==> src/rtl/timer_ctl_pkg.sv <==
// Constants for the timer control slice: register offsets, field positions, codes.
// Assumes an 8-bit register port addressed by byte offset.
package timer_ctl_pkg;
   localparam int          ADDR_W            = 6;
   localparam int          DATA_W            = 8;
   localparam logic [5:0]  OFS_BUF_CLR       = 6'h06;
   localparam logic [5:0]  OFS_BUF_SET       = 6'h07;
   localparam logic [5:0]  OFS_EV_CTRL       = 6'h09;
   localparam logic [5:0]  OFS_INT_EN        = 6'h0a;
   localparam logic [5:0]  OFS_INT_FLAGS     = 6'h0b;
   localparam logic [5:0]  OFS_PER_BUF_LO    = 6'h36;
   localparam logic [5:0]  OFS_CMP_BUF_LO    = 6'h38;
   localparam logic [7:0]  RST_REG           = 8'h00;
   localparam int          BV_PER_BIT        = 0;
   localparam int          BV_COMPARE_CHANNEL_0_IRQ_BIT       = 1;
   localparam logic [7:0]  BV_MASK           = 8'h0f;
   localparam int          EV_A_EN_BIT       = 0;
   localparam int          EV_A_LSB          = 1;
   localparam int          EV_B_EN_BIT       = 4;
   localparam int          EV_B_LSB          = 5;
   localparam int          INT_WRAP_BIT      = 0;
   localparam int          INT_COMPARE_CHANNEL_0_IRQ_BIT      = 4;
   localparam logic [7:0]  INT_MASK          = 8'h71;
   localparam logic [2:0]  ACT_A_RISE        = 3'h0;
   localparam logic [2:0]  ACT_A_BOTH        = 3'h1;
   localparam logic [2:0]  ACT_A_HIGH        = 3'h2;
   localparam logic [2:0]  ACT_A_EVENT_STEERED_DIRECTION      = 3'h3;
   localparam logic [2:0]  ACT_B_NONE        = 3'h0;
   localparam logic [2:0]  ACT_B_EVENT_STEERED_DIRECTION      = 3'h3;
   localparam logic [2:0]  ACT_B_RST_RISE    = 3'h4;
   localparam logic [2:0]  ACT_B_RST_BOTH    = 3'h5;
   localparam logic [2:0]  ACT_B_RST_HIGH    = 3'h6;
   localparam int          NUM_CMP           = 3;
endpackage

==> src/rtl/timer_buffer_event_irq_control.sv <==
// Control slice of a 16-bit timer: buffer-valid flags, event decoding, interrupt flags.
// Assumes the counter core supplies update, compare, top and bottom strobes on clk.
//
// How it works
// - Writing a compare buffer sets that channel's valid flag, bits 1 to 3.
// - An update clears all compare buffer valid flags.
// - Writing the period buffer sets the period valid flag, bit 0.
// - An update clears the period valid flag.
// - Writing ones to the set register sets flags; zeros change nothing.
// - Writing ones to the clear register clears flags; zeros change nothing.
// - Event A acts only when enabled, as its action field selects.
// - A codes: rising edge count, both edges count, count prescaled ticks while high.
// - A code 3 counts ticks, direction up when low, captured at counts.
// - Event B acts only when enabled, as its action field selects.
// - B code 0 idle, 3 steers direction while counting follows A.
// - B codes 4, 5, 6 restart on rising edge, both edges, while high.
// - Enable bits 4 to 6 gate the compare channel interrupt requests.
// - Enable bit 0 gates the wrap interrupt request.
// - Flags hold compares at bits 4 to 6 and wrap at bit 0.
// - A compare match sets that channel's flag in every mode.
// - Top or bottom sets the wrap flag, as the waveform mode selects.
// - Flags only clear by writing one; writing zero has no effect.
//
// Local design decision: strobed register access.
`timescale 1ns/1ns
module timer_buffer_event_irq_control
   import timer_ctl_pkg::*;
(
   // Clock and reset.
   input  wire logic                clk,
   input  wire logic                rst,
   // Register port.
   input  wire logic [ADDR_W-1:0]   addr,
   input  wire logic [DATA_W-1:0]   wdata,
   input  wire logic                wr,
   input  wire logic                rd,
   output logic      [DATA_W-1:0]   rdata_q,
   // Counter core strobes.
   input  wire logic                update,
   input  wire logic                tick,
   input  wire logic [NUM_CMP-1:0]  cmp_match,
   input  wire logic                top_hit,
   input  wire logic                bottom_hit,
   input  wire logic                wrap_on_top,
   input  wire logic                wrap_on_bottom,
   // Event inputs.
   input  wire logic                ev_a,
   input  wire logic                ev_b,
   // Counter controls.
   output logic                     count_q,
   output logic                     dir_down_q,
   output logic                     restart_q,
   output logic                     ev_dir_ctl_q,
   // Buffer-valid state.
   output logic [3:0]               buffer_valid_q,
   // Interrupt requests.
   output logic [NUM_CMP-1:0]       cmp_irq_q,
   output logic                     wrap_irq_q
);
   logic [7:0] event_input_control_q;
   logic [7:0] interrupt_enable_q;
   logic [7:0] interrupt_flags_q;
   logic [3:0] buffer_valid_d;
   logic [7:0] flags_d;
   logic       a_lvl;
   logic       a_rise;
   logic       a_any;
   logic       b_lvl;
   logic       b_rise;
   logic       b_any;
   logic [2:0] act_a;
   logic [2:0] act_b;
   logic       a_en;
   logic       b_en;
   logic       cnt_d;
   logic       dir_sel;
   logic       rst_d;
   logic       steer;
   logic       a_event_steered_direction;
   logic [3:0] buf_wr;

   function automatic logic wr_at(input logic [5:0] a, input logic [5:0] ofs);
      wr_at = (a == ofs) || (a == ofs + 6'h01);
   endfunction

   event_edge u_ev_a (
      .clk     (clk),
      .rst     (rst),
      .ev_in   (ev_a),
      .level_q (a_lvl),
      .rise_q  (a_rise),
      .any_q   (a_any)
   );

   event_edge u_ev_b (
      .clk     (clk),
      .rst     (rst),
      .ev_in   (ev_b),
      .level_q (b_lvl),
      .rise_q  (b_rise),
      .any_q   (b_any)
   );

   // Buffer writes: either byte of a 16-bit buffer counts as a new value.
   assign buf_wr[BV_PER_BIT] = wr && wr_at(addr, OFS_PER_BUF_LO);
   genvar g;
   generate
      for (g = 0; g < NUM_CMP; g++) begin : g_cmp
         assign buf_wr[BV_COMPARE_CHANNEL_0_IRQ_BIT+g] = wr && wr_at(addr, OFS_CMP_BUF_LO + 6'(2*g));
      end
   endgenerate

   // Sets win over clears so a write in the update cycle is not lost.
   always_comb begin
      buffer_valid_d = buffer_valid_q;
      if (update) begin
         buffer_valid_d = 4'h0;
      end
      if (wr && addr == OFS_BUF_CLR) begin
         buffer_valid_d = buffer_valid_d & ~wdata[3:0];
      end
      if (wr && addr == OFS_BUF_SET) begin
         buffer_valid_d = buffer_valid_d | wdata[3:0];
      end
      buffer_valid_d = buffer_valid_d | buf_wr;
   end

   always_ff @(posedge clk) begin
      if (rst) begin
         buffer_valid_q <= 4'h0;
      end else begin
         buffer_valid_q <= buffer_valid_d;
      end
   end

   always_ff @(posedge clk) begin
      if (rst) begin
         event_input_control_q <= RST_REG;
         interrupt_enable_q    <= RST_REG;
      end else if (wr) begin
         if (addr == OFS_EV_CTRL) begin
            event_input_control_q <= wdata;
         end
         if (addr == OFS_INT_EN) begin
            interrupt_enable_q <= wdata & INT_MASK;
         end
      end
   end

   // Interrupt flags: hardware set beats the software clear.
   always_comb begin
      flags_d = interrupt_flags_q;
      if (wr && addr == OFS_INT_FLAGS) begin
         flags_d = flags_d & ~(wdata & INT_MASK);
      end
      flags_d[INT_COMPARE_CHANNEL_0_IRQ_BIT +: NUM_CMP] = flags_d[INT_COMPARE_CHANNEL_0_IRQ_BIT +: NUM_CMP] | cmp_match;
      if ((top_hit && wrap_on_top) || (bottom_hit && wrap_on_bottom)) begin
         flags_d[INT_WRAP_BIT] = 1'b1;
      end
      flags_d = flags_d & INT_MASK;
   end

   always_ff @(posedge clk) begin
      if (rst) begin
         interrupt_flags_q <= RST_REG;
      end else begin
         interrupt_flags_q <= flags_d;
      end
   end

   always_ff @(posedge clk) begin
      if (rst) begin
         cmp_irq_q  <= '0;
         wrap_irq_q <= 1'b0;
      end else begin
         cmp_irq_q  <= flags_d[INT_COMPARE_CHANNEL_0_IRQ_BIT +: NUM_CMP]
                     & interrupt_enable_q[INT_COMPARE_CHANNEL_0_IRQ_BIT +: NUM_CMP];
         wrap_irq_q <= flags_d[INT_WRAP_BIT] & interrupt_enable_q[INT_WRAP_BIT];
      end
   end

   // Event decoding.
   assign a_en  = event_input_control_q[EV_A_EN_BIT];
   assign b_en  = event_input_control_q[EV_B_EN_BIT];
   assign act_a = event_input_control_q[EV_A_LSB +: 3];
   assign act_b = event_input_control_q[EV_B_LSB +: 3];
   assign steer = b_en && act_b == ACT_B_EVENT_STEERED_DIRECTION;
   assign a_event_steered_direction = a_en && act_a == ACT_A_EVENT_STEERED_DIRECTION;

   always_comb begin
      cnt_d   = 1'b0;
      dir_sel = a_lvl;
      rst_d   = 1'b0;
      if (a_en) begin
         case (act_a)
            ACT_A_RISE:   cnt_d = a_rise;
            ACT_A_BOTH:   cnt_d = a_any;
            ACT_A_HIGH:   cnt_d = tick && a_lvl;
            ACT_A_EVENT_STEERED_DIRECTION: cnt_d = tick;
            default:      cnt_d = 1'b0;
         endcase
      end
      if (steer) begin
         dir_sel = b_lvl;
      end
      if (b_en) begin
         case (act_b)
            ACT_B_RST_RISE: rst_d = b_rise;
            ACT_B_RST_BOTH: rst_d = b_any;
            ACT_B_RST_HIGH: rst_d = b_lvl;
            default:        rst_d = 1'b0;
         endcase
      end
   end

   always_ff @(posedge clk) begin
      if (rst) begin
         count_q      <= 1'b0;
         restart_q    <= 1'b0;
         ev_dir_ctl_q <= 1'b0;
      end else begin
         count_q      <= cnt_d;
         restart_q    <= rst_d;
         ev_dir_ctl_q <= steer || a_event_steered_direction;
      end
   end

   // Direction is captured only when a count happens.
   always_ff @(posedge clk) begin
      if (rst) begin
         dir_down_q <= 1'b0;
      end else if (cnt_d && (steer || a_event_steered_direction)) begin
         dir_down_q <= dir_sel;
      end
   end

   // Read data in the cycle after the strobe.
   always_ff @(posedge clk) begin
      if (rst) begin
         rdata_q <= 8'h00;
      end else if (rd) begin
         case (addr)
            OFS_BUF_CLR, OFS_BUF_SET: rdata_q <= {4'h0, buffer_valid_q};
            OFS_EV_CTRL:              rdata_q <= event_input_control_q;
            OFS_INT_EN:               rdata_q <= interrupt_enable_q;
            OFS_INT_FLAGS:            rdata_q <= interrupt_flags_q;
            default:                  rdata_q <= 8'h00;
         endcase
      end else begin
         rdata_q <= 8'h00;
      end
   end

   // Checks.
   AST_CMP_BV_SET: assert property (@(posedge clk) disable iff (rst)
      buf_wr[1] |=> buffer_valid_q[1]) else $error("compare 0 valid not set");
   AST_UPD_CLR: assert property (@(posedge clk) disable iff (rst)
      update && !wr |=> buffer_valid_q == 4'h0) else $error("update did not clear valid");
   AST_PER_BV_SET: assert property (@(posedge clk) disable iff (rst)
      buf_wr[0] |=> buffer_valid_q[0]) else $error("period valid not set");
   AST_SET_REG: assert property (@(posedge clk) disable iff (rst)
      wr && addr == OFS_BUF_SET |=> (buffer_valid_q & $past(wdata[3:0])) == $past(wdata[3:0]))
      else $error("set register failed");
   AST_CLR_REG: assert property (@(posedge clk) disable iff (rst)
      wr && addr == OFS_BUF_CLR && !update && buf_wr == 4'h0 |=>
      buffer_valid_q == ($past(buffer_valid_q) & ~$past(wdata[3:0])))
      else $error("clear register failed");
   AST_A_OFF: assert property (@(posedge clk) disable iff (rst)
      !a_en |=> !count_q) else $error("count while event A disabled");
   AST_RISE_CNT: assert property (@(posedge clk) disable iff (rst)
      a_en && act_a == ACT_A_RISE && a_rise |=> count_q) else $error("rising edge not counted");
   AST_RESTART: assert property (@(posedge clk) disable iff (rst)
      b_en && act_b == ACT_B_RST_HIGH && b_lvl |=> restart_q) else $error("no restart");
   AST_FLAG_HOLD: assert property (@(posedge clk) disable iff (rst)
      interrupt_flags_q[INT_WRAP_BIT] && !(wr && addr == OFS_INT_FLAGS) |=>
      interrupt_flags_q[INT_WRAP_BIT]) else $error("flag cleared by itself");
   AST_IRQ: assert property (@(posedge clk) disable iff (rst)
      1'b1 |=> wrap_irq_q == ($past(flags_d[INT_WRAP_BIT])
                              && $past(interrupt_enable_q[INT_WRAP_BIT])))
      else $error("wrap request wrong");
   AST_RSVD: assert property (@(posedge clk) disable iff (rst)
      (interrupt_flags_q & ~INT_MASK) == 8'h00) else $error("reserved flag bits set");

   // Buffer-valid and flag checks per compare channel.
   generate
      for (g = 0; g < NUM_CMP; g++) begin : g_chk
         AST_CMP_N_FLAG: assert property (@(posedge clk) disable iff (rst)
            cmp_match[g] |=> interrupt_flags_q[INT_COMPARE_CHANNEL_0_IRQ_BIT+g])
            else $error("compare flag not set");
         AST_CMP_N_BV: assert property (@(posedge clk) disable iff (rst)
            buf_wr[BV_COMPARE_CHANNEL_0_IRQ_BIT+g] |=> buffer_valid_q[BV_COMPARE_CHANNEL_0_IRQ_BIT+g])
            else $error("compare buffer valid not set");
      end
   endgenerate
   // An update clears the period flag unless a set lands in the same cycle.
   AST_UPD_PER: assert property (@(posedge clk) disable iff (rst)
      update && !buf_wr[BV_PER_BIT] && !(wr && addr == OFS_BUF_SET) |=>
      !buffer_valid_q[BV_PER_BIT]) else $error("update did not clear period valid");

   // Event checks.
   AST_BOTH_CNT: assert property (@(posedge clk) disable iff (rst)
      a_en && act_a == ACT_A_BOTH && a_any |=> count_q)
      else $error("event edge not counted");
   AST_HIGH_CNT: assert property (@(posedge clk) disable iff (rst)
      a_en && act_a == ACT_A_HIGH |=> count_q == ($past(tick) && $past(a_lvl)))
      else $error("high level count wrong");
   AST_EVENT_STEERED_DIRECTION_A: assert property (@(posedge clk) disable iff (rst)
      a_event_steered_direction && !steer |=> count_q == $past(tick)
      && (!$past(tick) || dir_down_q == $past(a_lvl)))
      else $error("up-down count or direction wrong");
   AST_RSVD_A: assert property (@(posedge clk) disable iff (rst)
      act_a > ACT_A_EVENT_STEERED_DIRECTION |=> !count_q) else $error("reserved count code acted");
   AST_B_OFF: assert property (@(posedge clk) disable iff (rst)
      !b_en |=> !restart_q) else $error("restart while event B disabled");
   AST_STEER: assert property (@(posedge clk) disable iff (rst)
      steer && cnt_d |=> dir_down_q == $past(b_lvl)) else $error("event B did not steer");
   AST_RISE_B: assert property (@(posedge clk) disable iff (rst)
      b_en && act_b == ACT_B_RST_RISE && b_rise |=> restart_q)
      else $error("rising edge restart missing");
   AST_RSVD_B: assert property (@(posedge clk) disable iff (rst)
      act_b < ACT_B_RST_RISE || act_b > ACT_B_RST_HIGH |=> !restart_q)
      else $error("restart on a code without restart");

   // Interrupt checks.
   AST_CMP_IRQ: assert property (@(posedge clk) disable iff (rst)
      cmp_match[0] && interrupt_enable_q[INT_COMPARE_CHANNEL_0_IRQ_BIT] |=> cmp_irq_q[0])
      else $error("compare 0 request missing");
   AST_WRAP_EN: assert property (@(posedge clk) disable iff (rst)
      !interrupt_enable_q[INT_WRAP_BIT] |=> !wrap_irq_q)
      else $error("wrap request while disabled");
   AST_FLAG_READ: assert property (@(posedge clk) disable iff (rst)
      rd && addr == OFS_INT_FLAGS |=> rdata_q == $past(interrupt_flags_q))
      else $error("flag read wrong");
   AST_WRAP_SET: assert property (@(posedge clk) disable iff (rst)
      bottom_hit && wrap_on_bottom |=> interrupt_flags_q[INT_WRAP_BIT])
      else $error("bottom did not set wrap flag");
   AST_WRAP_ONLY: assert property (@(posedge clk) disable iff (rst)
      !(top_hit && wrap_on_top) && !(bottom_hit && wrap_on_bottom)
      && !interrupt_flags_q[INT_WRAP_BIT] |=> !interrupt_flags_q[INT_WRAP_BIT])
      else $error("wrap flag set without top or bottom");

   COV_UPDATE: cover property (@(posedge clk) disable iff (rst) update && buffer_valid_q != 0);
   COV_IRQ: cover property (@(posedge clk) disable iff (rst) cmp_irq_q[2]);
   COV_STEER: cover property (@(posedge clk) disable iff (rst) steer && cnt_d);
   COV_RESTART: cover property (@(posedge clk) disable iff (rst) restart_q);
   COV_WRAP: cover property (@(posedge clk) disable iff (rst) wrap_irq_q);
endmodule

==> src/rtl/event_edge.sv <==
// Event input conditioner: two-flop synchroniser and edge detection.
// Assumes the event arrives from outside the clock domain.
`timescale 1ns/1ns
module event_edge
   import timer_ctl_pkg::*;
(
   // Clock and reset.
   input  wire logic clk,
   input  wire logic rst,
   // Event.
   input  wire logic ev_in,
   output logic      level_q,
   output logic      rise_q,
   output logic      any_q
);
   logic meta_q;
   logic sync_q;

   always_ff @(posedge clk) begin
      if (rst) begin
         meta_q  <= 1'b0;
         sync_q  <= 1'b0;
         level_q <= 1'b0;
         rise_q  <= 1'b0;
         any_q   <= 1'b0;
      end else begin
         meta_q  <= ev_in;
         sync_q  <= meta_q;
         level_q <= sync_q;
         rise_q  <= sync_q & ~level_q;
         any_q   <= sync_q ^ level_q;
      end
   end
endmodule

==> config.mk <==
export PLATFORM = sky130hd
export DESIGN_NAME = timer_buffer_event_irq_control
export DESIGN_NICKNAME = d
export VERILOG_FILES = /design/src/rtl/timer_ctl_pkg.sv /design/src/rtl/timer_buffer_event_irq_control.sv /design/src/rtl/event_edge.sv
export SDC_FILE = /design/constraint.sdc
export NUM_CORES = 1
export LEC_CHECK = 0
export BUFFER_PORTS_ARGS = -buffer_cell sky130_fd_sc_hd__buf_2
export CAP_MARGIN = 20
export CORE_ASPECT_RATIO = 1.25
export CORE_MARGIN = 3
export CORE_UTILIZATION = 45
export CTS_CLUSTER_DIAMETER = 120
export DETAILED_ROUTE_END_ITERATION = 10
export PLACE_DENSITY = 0.72
export SETUP_SLACK_MARGIN = 0.02
export SYNTH_ARGS = -nofsm -noshare
export SYNTH_HDL_FRONTEND = slang
export SYNTH_SLANG_ARGS = --single-unit
==> constraint.sdc <==
create_clock -name clk -period 1.4 [get_ports clk]
set_clock_uncertainty 0.05 [all_clocks]
set_input_delay 0.35 -clock clk [delete_from_list [all_inputs] [get_ports clk]]
set_output_delay 0.35 -clock clk [all_outputs]
set_load 0.01 [all_outputs]
==> flow_summary.yaml, run 1 <==
yosys:
  synth_edf_count: 0
  ys_warn_count: 0
  synth_area_um2: 1879
  synth-main-ff-cell: "dfxtp_1"
  synth.largest_area_cell: "dfxtp_1"
  synth.distinct_cells: 38
  ys_seq_elements: 46
  yosysTopAreaCellShare: 0.4900
  ys_async_sr_fraction: 0
  syn_nets: 224
  post_synth.cell_area_avg_um2: 9.737
  netlist_top_cells_area: "dfxtp_1 49%, mux2i_1 7.5%, nor2_1 5.2%"
  yosysSeqAreaShare: 0.4900
  synth_cells: 193
place:
  dp_hpwl_um: 3442
  post-place-ws_ps: -126.1
  place.gp.congestion: 0.8882
  numPortBuffers: 48
  placed_area_um2: 2369
grt:
  grt-busiest-layer: "met2"
  antenna_found_initial: 0
  gr-total-overflow: 0
  grt_pass1_wl_um: 7596
  grt_use_met1: 0.2165
  met3_usage: 0.04149
  grt_pass1_vias: 1708
  grt_start_max_net_pins: 24
  met2_usage: 0.3382
  track_usage: 0.1943
route:
  wirelength_um: 4474
  vias: 1683
  drc_errors: 0
  drt-pass1-iter-count: 4
  drtAntennaViolNets: 0
  wl_per_cell_um: 13.94
  drtIter0Drc: 89
  post_drt_via_cell_ratio: 5.243
finish:
  drive_above_1_share: 0.3558
  diodes: 0
  num-fill-cells: 334
  multi_input_area_um2: 918.4
  syn_to_final_growth_pct: 31.42
  regArea_um2: 923.4
  final_nets: 297
  utilization: 0.6317
  design_area_um2: 2470
pwr:
  fin_total_pwr_uw: 2350
  pwr-share-clk: 0.338
  ir_drop_mv: 0.6298
  p_leak_uw: 0.001132
  p_int_uw: 1786
  switching_power_uw: 564.2
  p_sw_frac: 0.2401
  pwr-share-comb: 0.091
  seq_power_share: 0.570
  powerDensity_nw_per_um2: 951.4
worst_setup_path:
  worstReg2RegStart: "event_input_control_q[1]$_SDFFE_PP0P_"
  crit_start: "event_input_control_q[1]$_SDFFE_PP0P_"
  max_stage_delay_ps: 340
  critPathBufInv: 0
  cp_common_cell: "mux2_4"
  slowest_stage: "dfxtp_2"
  critPathMaxFanout: 3
  crit_type: "reg2reg"
  path_cells: "mux2_4 > nand4b_1 > a22oi_2 > mux2_4"
  cp-start-kind: "register"
  critPathArrivalTime_ps: 1510
  crit_family: "multiplexers"
  required_ps: 1550
  end_kind: "register"
sta:
  finalCriticalPeriod_ps: 1364
  maxSlewViolCount: 0
  fmax_mhz: 733.1
  rsz0062_at_grt: "no"
  hold_violations: 0
  maxSlewHeadroom: 0.7621
  setup_slack_ps: 35.94
  setup_violations: 0
  worst_pin_slew_ps: 356.5
  fin_setup_tns_ps: 0
  min_period_over_period: 0.9743
cts:
  clock_latency_ps: 300
  postCtsSetupRepairBufs: 0
  cts_tree: "done"
  postCtsHoldBufs: 0
  cts-root-buf: "clkbuf_8"
  path_clk_slew_ps: 90
  cts_max_level: 2
  cts_sinks: 46
  numCtsBuffers: 5
  clock_path_buffers: 2
floorplanning:
  die_x_um: 63.80
  ios: 49
  num_rows: 25
  die_area_um2: 4992
  initial_utilization: 0.4806
  design.core.area_um2: 3910
  dieHeight_um: 78.25
worst_hold_path:
  hold_start: "ev_a"
  hp-class: "in2reg"
run_status:
  outcome: "finished, final reports clean"
flow_run:
  maxCapViolCount: 0
## layout make-up
| cell class | instances | share of cell area |
|---|---|---|
| Clock buffer | 6 | 0.02938 |
| Clock inverter | 2 | 0.005572 |
| Inverter | 5 | 0.007599 |
| Multi-Input combinational cell | 133 | 0.3718 |
| Sequential cell | 46 | 0.3739 |
| Tap cell | 54 | 0.02736 |
| Timing Repair Buffer | 75 | 0.1844 |
## stage by stage
stage	hold slack (ps)	cells
after floorplan	363.8	193
after global placement	372.9	313
after detailed placement	380.5	313
after CTS	192.1	321
after global routing	220.1	321
final	197.8	321
## cell families after synthesis
logic type | share of synthesized area
buffers and inverters | 0.03062
and+or+nand+nor | 0.2517
adders and majority gates | 0.01331
muxes | 0.1045
AOI/OAI and AO/OA | 0.1098
DFF | 0.4900
## routing by layer
metal,share of wire,vias up
met3,0.049,13
met1,0.42,778
met4,0.030,0
li1,-,839
met5,0,-
met2,0.50,53
## synth_stat cells, types with 3 or more instances
library cell,n
buf_2,4
and3_1,4
dfxtp_1,46
nor3_1,3
a21oi_1,7
o21ai_0,3
nand2_1,4
nand3_1,10
inv_1,5
nand4b_1,3
a22oi_1,8
mux2_2,3
nor3b_1,5
mux2i_1,14
nor2b_1,14
nor2_1,26
clkbuf_1,4
## cell usage in the layout, fill, tap and decap left out, types with 3 or more instances in the layout
cell type | netlist | routed
buf_2 | 4 | 48
dfxtp_1 | 46 | 44
nor2_1 | 26 | 26
buf_4 | 0 | 26
mux2i_1 | 14 | 14
nor2b_1 | 14 | 14
nand3_1 | 10 | 9
a21oi_1 | 7 | 7
a22oi_1 | 8 | 7
inv_1 | 5 | 5
nor3b_1 | 5 | 5
clkbuf_8 | 0 | 5
and3_1 | 4 | 4
nand2_1 | 4 | 4
nand4b_1 | 3 | 3
o21ai_0 | 3 | 3
nor3_1 | 3 | 3
mux2_2 | 3 | 3
## what timing repair did
item,4_1_cts,5_1_grt
hold endpoints to repair,0,0
gates resized for setup,0,5
setup endpoints to repair,0,1
## power groups by stage
stage,sequential (µW),clock (µW),combinational [µW]
2_1_floorplan,1370,0,96.4
3_3_place_gp,1370,0,209
3_5_place_dp,1370,0,212
4_1_cts,1340,821,213
5_1_grt,1340,874,238
6_report,1340,795,215
## path summary, 6_finish.rpt
kind / endpoint / slack, ps / cells past startpoint
worst max-delay path: dir_down_q$_SDFFE_PP0P_ / 40 / 4
worst min-delay path: u_ev_a.meta_q$_SDFF_PP0_ / 200 / 2
worst max register to register: dir_down_q$_SDFFE_PP0P_ / 40 / 4
worst min register to register: u_ev_a.sync_q$_SDFF_PP0_ / 390 / 1
## flip-flops by register name (all words and copies together), names as in the netlist, 3 cells and up
register               cells
rdata_q                    8
cmp_irq_q                  3
buffer_valid_q             4
event_input_control_q      8
interrupt_flags_q          4
interrupt_enable_q         4
No activity file was read; power rests on OpenSTA's default activity.
==> run 2: changes to the inputs <==
--- a/config.mk
+++ b/config.mk
@@ -6,12 +6,13 @@
 export NUM_CORES = 1
 export LEC_CHECK = 0
 export BUFFER_PORTS_ARGS = -buffer_cell sky130_fd_sc_hd__buf_2
-export CAP_MARGIN = 20
+export CAP_MARGIN = 5
 export CORE_ASPECT_RATIO = 1.25
 export CORE_MARGIN = 3
 export CORE_UTILIZATION = 45
 export CTS_CLUSTER_DIAMETER = 120
 export DETAILED_ROUTE_END_ITERATION = 10
+export MAX_ROUTING_LAYER = met4
 export PLACE_DENSITY = 0.72
 export SETUP_SLACK_MARGIN = 0.02
 export SYNTH_ARGS = -nofsm -noshare
==> run 2 against run 1 <==
  * Sequential power hardly changed
  * Final cell count did not move
  * Utilization is the same
  * Global-route usage grew 0.50 points
  * Largest cell class unchanged
  * Largest power group unchanged
  * Critical path type unchanged
  * Maximum frequency barely moved
  * Hold slack improved by 2.0 ps
  * Sequential share of layout area stayed put
==> flow_summary.yaml, run 2 (synthesized netlist as in run 1, its figures left out) <==
grt:
  grt_start_max_net_pins: 24
  gr-total-overflow: 0
  grt_pass1_vias: 1708
  antenna_found_initial: 0
  track_usage: 0.1993
  grt_pass1_wl_um: 7590
floorplanning:
  dieHeight_um: 78.25
  die_area_um2: 4992
  design.core.area_um2: 3910
  die_x_um: 63.80
  initial_utilization: 0.4806
  ios: 49
  num_rows: 25
sta:
  rsz0062_at_grt: "no"
  finalCriticalPeriod_ps: 1365
  setup_violations: 0
  min_period_over_period: 0.9751
  fmax_mhz: 732.6
  maxSlewHeadroom: 0.7648
  worst_pin_slew_ps: 352.4
  maxSlewViolCount: 0
  whs_ps: 199.8
  hold_violations: 0
route:
  drtIter0Drc: 91
  drtAntennaViolNets: 0
  vias: 1682
  wl_per_cell_um: 13.87
  m1WireLength_um: 1871
  met3_length_um: 212
  top_layer: "met4"
  post_drt_via_cell_ratio: 5.240
  wl_met2_um: 2223
  drc_errors: 0
  drt-pass1-iter-count: 5
  wirelength_um: 4452
worst_setup_path:
  crit_type: "reg2reg"
  critPathArrivalTime_ps: 1510
  end_kind: "register"
  required_ps: 1550
  r2r_slack_ps: 30
  cp-start-kind: "register"
  critPathMaxFanout: 3
finish:
  utilization: 0.6317
  diodes: 0
  top_regs: "event_input_control_q (8), rdata_q (8)"
  design_area_um2: 2470
  syn_to_final_growth_pct: 31.42
  instances_no_fill: 321
  drive_above_1_share: 0.3558
  num-fill-cells: 334
  mostFrequentLayoutCells: "48 x buf_2, 44 x dfxtp_1, 26 x nor2_1, 26 x buf_4"
  final_common_cell: "buf_2"
  final_nets: 297
place:
  numPortBuffers: 48
  place.gp.congestion: 0.9031
  placed_area_um2: 2369
  dp.cells: 313
  dp_hpwl_um: 3442
cts:
  clock_path_buffers: 2
  cts_tree: "done"
  cts_sinks: 46
  clock_latency_ps: 300
  numCtsBuffers: 5
  path_clk_slew_ps: 90
  cts-root-buf: "clkbuf_8"
  cts_max_level: 2
worst_hold_path:
  hp-class: "in2reg"
pwr:
  ir_drop_mv: 0.6277
  p_leak_uw: 0.001132
  fin_total_pwr_uw: 2351
  powerDensity_nw_per_um2: 951.8
flow_run:
  maxCapViolCount: 0
run_status:
  outcome: "finished, final reports clean"
## run 2: worst max-delay path, cell delays in order (launching register included)
cell and delay, ps:
dfxtp_2 340, mux2_4 190, nand4b_1 150, a22oi_2 230, mux2_4 310
## run 2: layer usage
layer	vias to the layer above	GRT usage
met5	-	-
met4	0	0.1080
met3	15	0.03863
met2	51	0.3382
met1	777	0.2174
li1	839	-
## run 2: final timing paths
path                                                            start                  endpoint  cells after the start
worst max-delay path            event_input_control_q[1]$_SDFFE_PP0P_   dir_down_q$_SDFFE_PP0P_                      4
worst min-delay path                                             ev_a  u_ev_a.meta_q$_SDFF_PP0_                      2
worst max register to register  event_input_control_q[1]$_SDFFE_PP0P_   dir_down_q$_SDFFE_PP0P_                      4
worst min register to register               u_ev_a.meta_q$_SDFF_PP0_  u_ev_a.sync_q$_SDFF_PP0_                      1
## run 2: through the flow
stage               setup WS, ps  TNS (ps)
global route               2.892         0
floorplan                 -25.21    -36.72
detailed placement        -126.1     -1984
CTS                        27.48         0
global placement          -96.74     -1343
finish                     34.92         0
## run 2: timing repair
item,4_1_cts,5_1_grt
gates resized for setup,0,5
buffers inserted,0,0
endpoints found under the setup margin,0,1
hold buffers,0,0
## run 2: power breakdown
group / switching, µW / total [µW] / internal, µW
Combinational: 110 / 214 / 104
Sequential: 10.6 / 1340 / 1330
Clock: 444 / 797 / 352
## run 2: area by class of cell
class / count / area (µm²) / area share
Sequential cell: 46 / 923.4 / 0.3739
Multi-Input combinational cell: 133 / 918.4 / 0.3718
Timing Repair Buffer: 75 / 455.4 / 0.1844
Clock buffer: 6 / 72.57 / 0.02938
Tap cell: 54 / 67.56 / 0.02736
Inverter: 5 / 18.77 / 0.007599
Clock inverter: 2 / 13.76 / 0.005572
